--- src/basic_timer_pkg.sv ---
// Package: register map, field positions and shared types of the basic timer
package basic_timer_pkg;
    // Register byte offsets
    localparam logic [7:0] counter_control_off = 8'h00;
    localparam logic [7:0] trigger_control_off = 8'h04;
    localparam logic [7:0] irq_dma_enable_off = 8'h0c;
    localparam logic [7:0] update_status_off = 8'h10;
    localparam logic [7:0] software_event_register_off = 8'h14;
    localparam logic [7:0] counter_value_off = 8'h24;
    localparam logic [7:0] clock_divider_register_off = 8'h28;
    localparam logic [7:0] reload_value_register_off = 8'h2c;
    localparam logic [7:0] debug_control_register_off = 8'h30;
    // Register field positions
    localparam int run_pos = 0;
    localparam int inhibit_pos = 1;
    localparam int source_pos = 2;
    localparam int one_shot_pos = 3;
    localparam int reload_buf_pos = 7;
    localparam int trig_sel_lsb = 4;
    localparam int irq_en_pos = 0;
    localparam int dma_en_pos = 8;
    localparam int flag_pos = 0;
    localparam int force_pos = 0;
    localparam int freeze_pos = 0;
    // Reset values
    localparam logic [15:0] count_rst = 16'h0000;
    localparam logic [7:0] control_rst = 8'h00;
    // Trigger output selections
    localparam logic [2:0] trig_on_reset = 3'h0;
    localparam logic [2:0] trig_on_start = 3'h1;
    localparam logic [2:0] trig_on_update = 3'h2;

    // Control bits gathered together
    typedef struct packed {
        logic reload_buf;
        logic one_shot;
        logic source;
        logic inhibit;
        logic run;
    } ctrl_t;

    // Event outputs travelling together
    typedef struct packed {
        logic irq;
        logic dma;
        logic trig;
    } events_t;
endpackage : basic_timer_pkg

--- src/basic_timer.sv ---
// Basic 16-bit up-counting timer with APB register access
// Contract
// (RULE1) Counter is 16-bit unsigned, counting upward only.
// (RULE2) Counter advances only from the internal timer clock.
// (RULE3) While running, divide timer clock by divider value plus one.
// (RULE4) 16-bit divider gives factors 1 through 65536.
// (RULE5) New divider value waits in a buffer until next update event.
// (RULE6) Count from 0 to reload value, then continue from 0.
// (RULE7) Overflow past reload value generates an update event.
// (RULE8) Writing force-update bit clears counter, makes update; bit self-clears.
// (RULE9) Update event loads buffered reload and divider into active registers.
// (RULE10) Control bit 7 chooses buffered or direct reload value writes.
// (RULE11) Control bit 3: clear and stop at next update; else continue.
// (RULE12) In one-shot, run bit stays set until update, then hardware clears it.
// (RULE13) Software clearing run bit stops counter, value held.
// (RULE14) Control bit 2: 0 all sources request, 1 only overflow requests.
// (RULE15) Control bit 1 suppresses update events and buffer transfers.
// (RULE16) Inhibited force update still clears counter and divider, no event.
// (RULE17) Each update event raises interrupt or DMA request.
// (RULE18) Trigger output toward converter; DMA requests available.
// (RULE19) Debug halt with freeze bit set stops the counter.
// (RULE20) Software uses only full 32-bit word accesses.
// (RULE21) Control bit 0 is the run bit: 0 stop, 1 count.
// (RULE22) Hardware sets update flag per event; software clears by writing zero.
// (RULE23) Interrupt enable bit 0, DMA enable bit 8 gate update requests.
// (RULE24) Trigger select 000 reset, 001 start, 010 update pulses trigger.
// (RULE25) Unbuffered reload writes take effect immediately.
// (RULE26) Forced update restarts divider so next increment is full period later.
`timescale 1ns/1ps
`default_nettype none

module basic_timer #(
    parameter int count_width = 16,
    parameter int divider_width = 16
) (
    // Clock and reset
    input wire logic sys_clk,
    input wire logic srst,
    // APB slave
    input wire logic psel,
    input wire logic penable,
    input wire logic pwrite,
    input wire logic [7:0] paddr,
    input wire logic [31:0] pwdata,
    output logic [31:0] prdata,
    output logic pready,
    output logic pslverr,
    // Debug halt from the processor
    input wire logic debug_halt,
    // Event outputs
    output basic_timer_pkg::events_t events
);

    ////////////////////////////////////////////////////////////////////////
    // Register state
    // Active copies feed the counter; buffered copies
    // hold what software wrote until the next update
    // Divider and reload reads return the buffered copy

    // Control and configuration
    basic_timer_pkg::ctrl_t ctrl_q;
    logic [2:0] trig_sel_q;
    logic irq_en_q;
    logic dma_en_q;
    logic update_flag_q;
    logic freeze_q;

    // Divider path
    logic [divider_width-1:0] div_buf_q;
    logic [divider_width-1:0] div_act_q;
    logic [divider_width-1:0] div_cnt_q;

    // Reload and count
    logic [count_width-1:0] reload_buf_q;
    logic [count_width-1:0] reload_act_q;
    logic [count_width-1:0] count_q;

    // Halt synchroniser flops
    logic halt_s1_q;
    logic halt_s2_q;

    ////////////////////////////////////////////////////////////////////////
    // Bus decode
    // Every strobe below is qualified by a completed
    // access; software must use whole word writes,
    // there are no byte strobes
    logic access;
    logic wr;
    logic mapped;

    // Word-aligned address hit check
    // Whole byte address compared, so a misaligned
    // address never aliases onto a register
    function automatic logic hit(input logic [7:0] addr, input logic [7:0] off);
        hit = (addr == off);
    endfunction : hit

    // Writes act only in the access cycle that pready closes
    // so a stalled or idle bus never changes state
    assign access = psel && penable && pready;
    assign wr = access && pwrite; // [RULE20]

    // Hits of the mapped registers, for the error answer
    assign mapped = hit(paddr, basic_timer_pkg::counter_control_off)
        || hit(paddr, basic_timer_pkg::trigger_control_off)
        || hit(paddr, basic_timer_pkg::irq_dma_enable_off)
        || hit(paddr, basic_timer_pkg::update_status_off)
        || hit(paddr, basic_timer_pkg::software_event_register_off)
        || hit(paddr, basic_timer_pkg::counter_value_off)
        || hit(paddr, basic_timer_pkg::clock_divider_register_off)
        || hit(paddr, basic_timer_pkg::reload_value_register_off)
        || hit(paddr, basic_timer_pkg::debug_control_register_off);

    // Register write strobes, valid for one access cycle
    logic wr_ctrl;
    logic wr_force;
    logic wr_count;
    logic wr_div;
    logic wr_reload;
    logic wr_status;
    assign wr_ctrl = wr && hit(paddr, basic_timer_pkg::counter_control_off);
    assign wr_force = wr && hit(paddr, basic_timer_pkg::software_event_register_off)
        && pwdata[basic_timer_pkg::force_pos];
    assign wr_count = wr && hit(paddr, basic_timer_pkg::counter_value_off);
    assign wr_div = wr && hit(paddr, basic_timer_pkg::clock_divider_register_off);
    assign wr_reload = wr && hit(paddr, basic_timer_pkg::reload_value_register_off);
    assign wr_status = wr && hit(paddr, basic_timer_pkg::update_status_off);

    // Configuration register strobes
    logic wr_trig;
    logic wr_enable;
    logic wr_freeze;
    assign wr_trig = wr && hit(paddr, basic_timer_pkg::trigger_control_off);
    assign wr_enable = wr && hit(paddr, basic_timer_pkg::irq_dma_enable_off);
    assign wr_freeze = wr && hit(paddr, basic_timer_pkg::debug_control_register_off);

    ////////////////////////////////////////////////////////////////////////
    // Halt synchroniser
    // Halt comes from the processor's domain; two flops
    // keep a metastable sample away from the freeze gate
    // Reset clears both flops, so no false halt after reset
    always_ff @(posedge sys_clk) begin
        if (srst) begin
            halt_s1_q <= 1'b0;
            halt_s2_q <= 1'b0;
        end else begin
            halt_s1_q <= debug_halt;
            halt_s2_q <= halt_s1_q;
        end
    end

    ////////////////////////////////////////////////////////////////////////
    // Counting datapath
    // A tick is the one-cycle enable from the divider;
    // the counter moves only on ticks, never on a second clock
    logic frozen;
    logic counting;
    logic tick;
    logic overflow;
    logic upd_event;
    logic upd_request;
    logic run_start;

    // Freeze holds both counters while debug halts the core
    assign frozen = halt_s2_q && freeze_q; // [RULE19]
    assign counting = ctrl_q.run && !frozen; // [RULE21] [RULE13]
    // Divider end of period: one tick every div_act_q+1 clocks
    assign tick = counting && (div_cnt_q == div_act_q); // [RULE3] [RULE4]
    // Overflow at or above reload, so a lowered reload still wraps
    assign overflow = tick && (count_q >= reload_act_q); // [RULE7]

    // Events blocked while inhibited
    assign upd_event = !ctrl_q.inhibit && (overflow || wr_force); // [RULE15]
    // Forced events request only when source select is 0
    assign upd_request = !ctrl_q.inhibit
        && (overflow || (wr_force && !ctrl_q.source)); // [RULE14]

    // Start: run bit written from 0 to 1
    assign run_start = wr_ctrl && pwdata[basic_timer_pkg::run_pos] && !ctrl_q.run;

    // Divider counter
    // Counts 0 to the active divider value, then wraps
    // Forced updates restart it even while inhibited,
    // so the next tick is one full divided period away
    always_ff @(posedge sys_clk) begin
        if (srst) begin
            div_cnt_q <= '0;
        end else if (wr_force) begin
            div_cnt_q <= '0; // [RULE16] [RULE26]
        end else if (tick) begin
            div_cnt_q <= '0;
        end else if (counting) begin
            div_cnt_q <= div_cnt_q + 1'b1;
        end
    end

    // Main counter
    // Priority: forced update, overflow, tick, then a
    // software write; a write that meets a tick is lost
    // Reload 0 overflows on every tick
    always_ff @(posedge sys_clk) begin
        if (srst) begin
            count_q <= basic_timer_pkg::count_rst;
        end else if (wr_force) begin
            count_q <= '0; // [RULE8] [RULE16]
        end else if (overflow) begin
            count_q <= '0; // [RULE6] [RULE11]
        end else if (tick) begin
            count_q <= count_q + 1'b1; // [RULE1] [RULE2]
        end else if (wr_count) begin
            count_q <= pwdata[count_width-1:0];
        end
    end

    // Divider buffer and active value
    // A write landing on an update edge is taken at once
    // rather than waiting a whole further period
    always_ff @(posedge sys_clk) begin
        if (srst) begin
            div_buf_q <= '0;
            div_act_q <= '0;
        end else begin
            if (wr_div) begin
                div_buf_q <= pwdata[divider_width-1:0]; // [RULE5]
            end
            if (upd_event) begin
                div_act_q <= wr_div ? pwdata[divider_width-1:0] : div_buf_q; // [RULE9]
            end
        end
    end

    // Reload buffer and active value
    // Buffer disabled: a write becomes the compare value
    // at once, so a value below the count wraps at the next tick
    // Inhibited updates leave the active value alone
    always_ff @(posedge sys_clk) begin
        if (srst) begin
            reload_buf_q <= '0;
            reload_act_q <= '0;
        end else begin
            if (wr_reload) begin
                reload_buf_q <= pwdata[count_width-1:0];
            end
            if (wr_reload && !ctrl_q.reload_buf) begin
                reload_act_q <= pwdata[count_width-1:0]; // [RULE10] [RULE25]
            end else if (upd_event) begin
                reload_act_q <= reload_buf_q; // [RULE9] [RULE15]
            end
        end
    end

    ////////////////////////////////////////////////////////////////////////
    // Control register
    // One-shot ends the run on any update, forced ones too;
    // a software write in the same cycle takes precedence
    // Reserved bits are dropped on write and read zero
    always_ff @(posedge sys_clk) begin
        if (srst) begin
            ctrl_q <= '0;
        end else if (wr_ctrl) begin
            ctrl_q.run <= pwdata[basic_timer_pkg::run_pos];
            ctrl_q.inhibit <= pwdata[basic_timer_pkg::inhibit_pos];
            ctrl_q.source <= pwdata[basic_timer_pkg::source_pos];
            ctrl_q.one_shot <= pwdata[basic_timer_pkg::one_shot_pos];
            ctrl_q.reload_buf <= pwdata[basic_timer_pkg::reload_buf_pos];
        end else if (ctrl_q.one_shot && upd_event) begin
            ctrl_q.run <= 1'b0; // [RULE11] [RULE12]
        end
    end

    // Other configuration registers
    // Only the fields named here are stored; the rest
    // of each word reads back as zero
    always_ff @(posedge sys_clk) begin
        if (srst) begin
            trig_sel_q <= '0;
            irq_en_q <= 1'b0;
            dma_en_q <= 1'b0;
            freeze_q <= 1'b0;
        end else begin
            if (wr_trig) begin
                trig_sel_q <= pwdata[basic_timer_pkg::trig_sel_lsb +: 3];
            end
            if (wr_enable) begin
                irq_en_q <= pwdata[basic_timer_pkg::irq_en_pos];
                dma_en_q <= pwdata[basic_timer_pkg::dma_en_pos];
            end
            if (wr_freeze) begin
                freeze_q <= pwdata[basic_timer_pkg::freeze_pos];
            end
        end
    end

    // Update flag: set wins over a software clear
    // Writing one leaves the flag as it is
    // Source select 1 keeps forced updates from setting it
    always_ff @(posedge sys_clk) begin
        if (srst) begin
            update_flag_q <= 1'b0;
        end else if (upd_request) begin
            update_flag_q <= 1'b1; // [RULE22]
        end else if (wr_status && !pwdata[basic_timer_pkg::flag_pos]) begin
            update_flag_q <= 1'b0; // [RULE22]
        end
    end

    ////////////////////////////////////////////////////////////////////////
    // Event outputs, one-cycle pulses
    // Registered so each output leaves a flip-flop;
    // pulses follow their cause by one clock
    // Reset trigger still fires on an inhibited force,
    // the update trigger stays quiet while inhibited
    always_ff @(posedge sys_clk) begin
        if (srst) begin
            events <= '0;
        end else begin
            events.irq <= upd_request && irq_en_q; // [RULE17] [RULE23]
            events.dma <= upd_request && dma_en_q; // [RULE17] [RULE23] [RULE18]
            // Select codes other than the three stay silent
            unique case (trig_sel_q)
                basic_timer_pkg::trig_on_reset: events.trig <= wr_force; // [RULE24]
                basic_timer_pkg::trig_on_start: events.trig <= run_start; // [RULE24]
                basic_timer_pkg::trig_on_update: events.trig <= upd_event; // [RULE24] [RULE18]
                default: events.trig <= 1'b0;
            endcase
        end
    end

    ////////////////////////////////////////////////////////////////////////
    // APB answer: zero wait states, registered read data
    // Read data is captured in the setup cycle and stands
    // only in the access cycle; it reads zero otherwise

    // Read multiplexer
    logic [31:0] rdata_d;
    always_comb begin
        rdata_d = '0;
        unique case (paddr)
            basic_timer_pkg::counter_control_off: begin
                rdata_d[basic_timer_pkg::run_pos] = ctrl_q.run;
                rdata_d[basic_timer_pkg::inhibit_pos] = ctrl_q.inhibit;
                rdata_d[basic_timer_pkg::source_pos] = ctrl_q.source;
                rdata_d[basic_timer_pkg::one_shot_pos] = ctrl_q.one_shot;
                rdata_d[basic_timer_pkg::reload_buf_pos] = ctrl_q.reload_buf;
            end
            basic_timer_pkg::trigger_control_off: rdata_d[basic_timer_pkg::trig_sel_lsb +: 3] = trig_sel_q;
            basic_timer_pkg::irq_dma_enable_off: begin
                rdata_d[basic_timer_pkg::irq_en_pos] = irq_en_q;
                rdata_d[basic_timer_pkg::dma_en_pos] = dma_en_q;
            end
            basic_timer_pkg::update_status_off: rdata_d[basic_timer_pkg::flag_pos] = update_flag_q;
            basic_timer_pkg::counter_value_off: rdata_d[count_width-1:0] = count_q;
            basic_timer_pkg::clock_divider_register_off: rdata_d[divider_width-1:0] = div_buf_q;
            basic_timer_pkg::reload_value_register_off: rdata_d[count_width-1:0] = reload_buf_q;
            basic_timer_pkg::debug_control_register_off: rdata_d[basic_timer_pkg::freeze_pos] = freeze_q;
            default: rdata_d = '0;
        endcase
    end

    // Setup cycle prepares answer; access cycle completes
    // An unmapped address is answered with pslverr, and
    // its write is dropped because no strobe decodes it
    // pready stands for exactly one cycle
    always_ff @(posedge sys_clk) begin
        if (srst) begin
            pready <= 1'b0;
            prdata <= '0;
            pslverr <= 1'b0;
        end else begin
            pready <= psel && !penable;
            prdata <= (psel && !penable && !pwrite) ? rdata_d : 32'h0000_0000;
            pslverr <= psel && !penable && !mapped;
        end
    end

endmodule : basic_timer

`default_nettype wire

--- config.mk ---
export PLATFORM = sky130hd
export DESIGN_NAME = basic_timer
export DESIGN_NICKNAME = d
export VERILOG_FILES = /design/src/basic_timer_pkg.sv /design/src/basic_timer.sv
export SDC_FILE = /design/constraint.sdc
export NUM_CORES = 1
export LEC_CHECK = 0
export ABC_AREA = 1
export BUFFER_PORTS_ARGS = -buffer_cell sky130_fd_sc_hd__buf_2
export CAP_MARGIN = 20
export CELL_PAD_IN_SITES_DETAIL_PLACEMENT = 1
export CELL_PAD_IN_SITES_GLOBAL_PLACEMENT = 1
export CORE_MARGIN = 2
export CORE_UTILIZATION = 45
export DETAILED_ROUTE_END_ITERATION = 12
export MAX_ROUTING_LAYER = met4
export PLACE_DENSITY_LB_ADDON = 0.1
export SLEW_MARGIN = 20
export SYNTH_ARGS = -nofsm -noshare
export SYNTH_HDL_FRONTEND = slang
export SYNTH_SLANG_ARGS = --single-unit
export TNS_END_PERCENT = 100
--- constraint.sdc ---
create_clock -name sys_clk -period 5.2 [get_ports sys_clk]
set_input_delay 0.78 -clock sys_clk [delete_from_list [all_inputs] [get_ports sys_clk]]
set_output_delay 0.78 -clock sys_clk [all_outputs]
set_load 0.02 [all_outputs]
==> impl_metrics.json <==
{
  "dp_hpwl_microns": 15500,
  "wirelength_microns": 21900,
  "min_period_ps": 3180,
  "coreArea_sq_mm": 0.0150,
  "postPlaceCellArea_sq_mm": 0.00711,
  "slew_violations": 0,
  "cts_tree": "yes",
  "port_buffers": 50,
  "synth.distinct_cells": 38,
  "setup_tns_ps": 0,
  "overflow": 0,
  "slowest_stage": "dfxtp_1",
  "end_kind": "register",
  "antenna_found_initial": 0,
  "nets": 1102,
  "grt_max_degree": 44,
  "synth_top_cell_by_area": "dfxtp_1",
  "finalWeightedCongestion": 0.947,
  "worst-setup-path-type": "register to register",
  "drcViolationCount": 0,
  "grt_usage": 0.288,
  "path_buf_inv": 2,
  "ctsRootBufferMaster": "clkbuf_16",
  "cts_max_path_buffers": 2,
  "fill_cells": 2017,
  "synth_flop_cell": "dfxtp_1",
  "cp_max_fo": 36,
  "viasPerCell": 5.40,
  "ys_ff_latch": 131,
  "synth_area_leaders": "dfxtp_1 38%, nand2_1 12%, inv_1 8.4%, a21oi_1 7.0%, o21ai_0 5.7%",
  "synth_top_area_share": 0.384,
  "syn2layout_area_growth_pct": 12.5,
  "post_cts_buffers": 0,
  "synth_common_cells": "217 x nand2_1, 153 x inv_1, 131 x dfxtp_1",
  "leakage_nw": 3.28,
  "path_cells": "ha_1 -> nand2_1 -> nor2_1 -> nand2_1 -> nand2_1 -> nor2_1 -> nand2_1 -> nand2_1 -> nand2_1 -> nand2_1 -> nand2_1 -> nand2_1 -> buf_4 -> inv_1 -> nand2_1 -> a21oi_1",
  "fin_crit_sh": 0.611,
  "insertion_delay_ps": 420,
  "status": "complete, no violations",
  "place_ws_ps": 1940,
  "finalWorstSetupSlack_ps": 2020,
  "hold_viol": 0,
  "critPathRequiredTime_ps": 5460,
  "tightest_slew_ps": 981,
  "drv_cap": 0,
  "seq_area_frac_synth": 0.384,
  "finalSetupViolCount": 0,
  "grt_setup_unrepaired": "false",
  "design_area_sq_mm": 0.00768,
  "diodes": 0,
  "path_delay_family": "simple AND/OR/NAND/NOR gates",
  "cts_sinks": 131,
  "cp_common_cell": "nand2_1",
  "ant_nets": 0,
  "hold_buffers": 0,
  "initial_utilization": 0.454,
  "grt_pass1_wl_microns": 35100,
  "dieArea_sq_mm": 0.0162,
  "core.rowCount": 45,
  "first_pass_iters": 5,
  "startpoint_type": "register",
  "io_pins": 83,
  "fin_util": 0.511,
  "cellPowerDensity_mw_per_mm2": 292,
  "die_h_microns": 127,
  "netlist_instances": 1000,
  "clock_skew_ps": 8.68,
  "arrival_ps": 3430,
  "max_slew_margin": 0.346,
  "synth_edf_count": 0,
  "yosysMostFrequentCell": "nand2_1",
  "wl_per_cell_microns": 17.7,
  "first_global_vias": 6609,
  "cts_buffers": 17,
  "num_vias": 6691,
  "h-tree-depth": 4,
  "die_w_microns": 127,
  "final_layout_size_suffix_gt1_frac": 0.0990,
  "timing.fmax_ghz": 0.315,
  "avgSynthCellArea_sq_um": 6.83,
  "hold_path_class": "register to register",
  "drtIter0Drc": 409,
  "max_stage_delay_ps": 510,
  "clk_pin_slew_worst_paths_ps": 60,
  "cts_resized": 0,
  "async_reset_ff_frac": 0,
  "ir_drop_uv": 229,
  "yosysWarningCount": 0,
  "synthesis.area_sq_mm": 0.00683
}
[path summary, 6_finish.rpt]
kind | from | to | slack [ps] | depth (start not counted)
worst min-delay path | halt_s1_q$_SDFF_PP0_ | halt_s2_q$_SDFF_PP0_ | 420 | 2
worst min register to register | halt_s1_q$_SDFF_PP0_ | halt_s2_q$_SDFF_PP0_ | 420 | 2
worst max register to register | count_q[5]$_SDFFE_PP0P_ | update_flag_q$_SDFFE_PP0P_ | 2020 | 16
worst max-delay path | count_q[5]$_SDFFE_PP0P_ | update_flag_q$_SDFFE_PP0P_ | 2020 | 16
[stage by stage]
stage / cells / hold WS (ps) / power, mW
2_1_floorplan: 1015 / 388 / 1.08
3_3_place_gp: 1207 / 420 / 1.10
3_5_place_dp: 1207 / 407 / 1.10
4_1_cts: 1238 / 424 / 2.26
5_1_grt: 1238 / 458 / 2.31
6_report: 1238 / 422 / 2.24
[cell families (layout without fill, tap and decap cells)]
logic type | Yosys count | in the layout | synth area share
buf+inv | 210 | 245 | 0.131
xor+xnor | 20 | 20 | 0.0257
flops | 131 | 131 | 0.384
fa+ha+maj | 18 | 18 | 0.0330
other cells | 1 | 16 | 0.000549
simple gates | 387 | 387 | 0.241
compound gates | 233 | 233 | 0.185
[final cells by class]
type | count | area (sq um) | area share
tap | 188 | 235 | 0.0306
clock buffer | 27 | 523 | 0.0681
multi-input combinational | 674 | 3360 | 0.438
inverter | 158 | 593 | 0.0772
sequential | 131 | 2620 | 0.342
timing repair buffer | 56 | 295 | 0.0385
clock inverter | 4 | 45.0 | 0.00587
[worst reg2reg max path, cell delays in order, from the launching register on]
cell     delay, ps
dfxtp_1        510
ha_1           310
nand2_1         70
nor2_1          50
nand2_1         60
nand2_1         40
nor2_1          80
nand2_1         90
nand2_1         80
nand2_1        110
nand2_1        190
nand2_1        100
nand2_1        450
buf_4          520
inv_1          150
nand2_1        150
a21oi_1         70
[cells in the final DEF (no fill, tap or decap), types with 18 or more instances in the layout]
| cell | count |
|---|---|
| nand2_1 | 217 |
| inv_1 | 153 |
| dfxtp_1 | 131 |
| a21oi_1 | 96 |
| nor2_1 | 79 |
| o21ai_0 | 78 |
| buf_2 | 50 |
| nand3_1 | 45 |
| xor2_1 | 20 |
| o21ai_1 | 20 |
| ha_1 | 18 |
[metal layers]
| metal | global-route usage | wire (microns) | vias to the layer above | part of all wire |
|---|---|---|---|---|
| li1 | - | - | 3262 | - |
| met1 | 0.352 | 9630 | 3222 | 0.44 |
| met2 | 0.482 | 10700 | 176 | 0.49 |
| met3 | 0.0469 | 1010 | 31 | 0.046 |
| met4 | 0.103 | 533 | 0 | 0.024 |
| met5 | - | 0 | - | 0 |
[power by group]
| part | switching [mW] | internal [mW] | total (mW) |
|---|---|---|---|
| combinational | 0.0592 | 0.0154 | 0.0746 |
| sequential | 0.000522 | 1.01 | 1.01 |
| clock | 0.434 | 0.730 | 1.16 |
| total | 0.493 | 1.75 | 2.24 |
[flip-flops by register name (all words and copies together), names as in the netlist, 3 cells and up]
name,count
count_q,16
div_act_q,16
div_buf_q,16
div_cnt_q,16
prdata,16
reload_act_q,16
reload_buf_q,16
ctrl_q,5
events,3
trig_sel_q,3
Power figures use the tool's default switching activity.
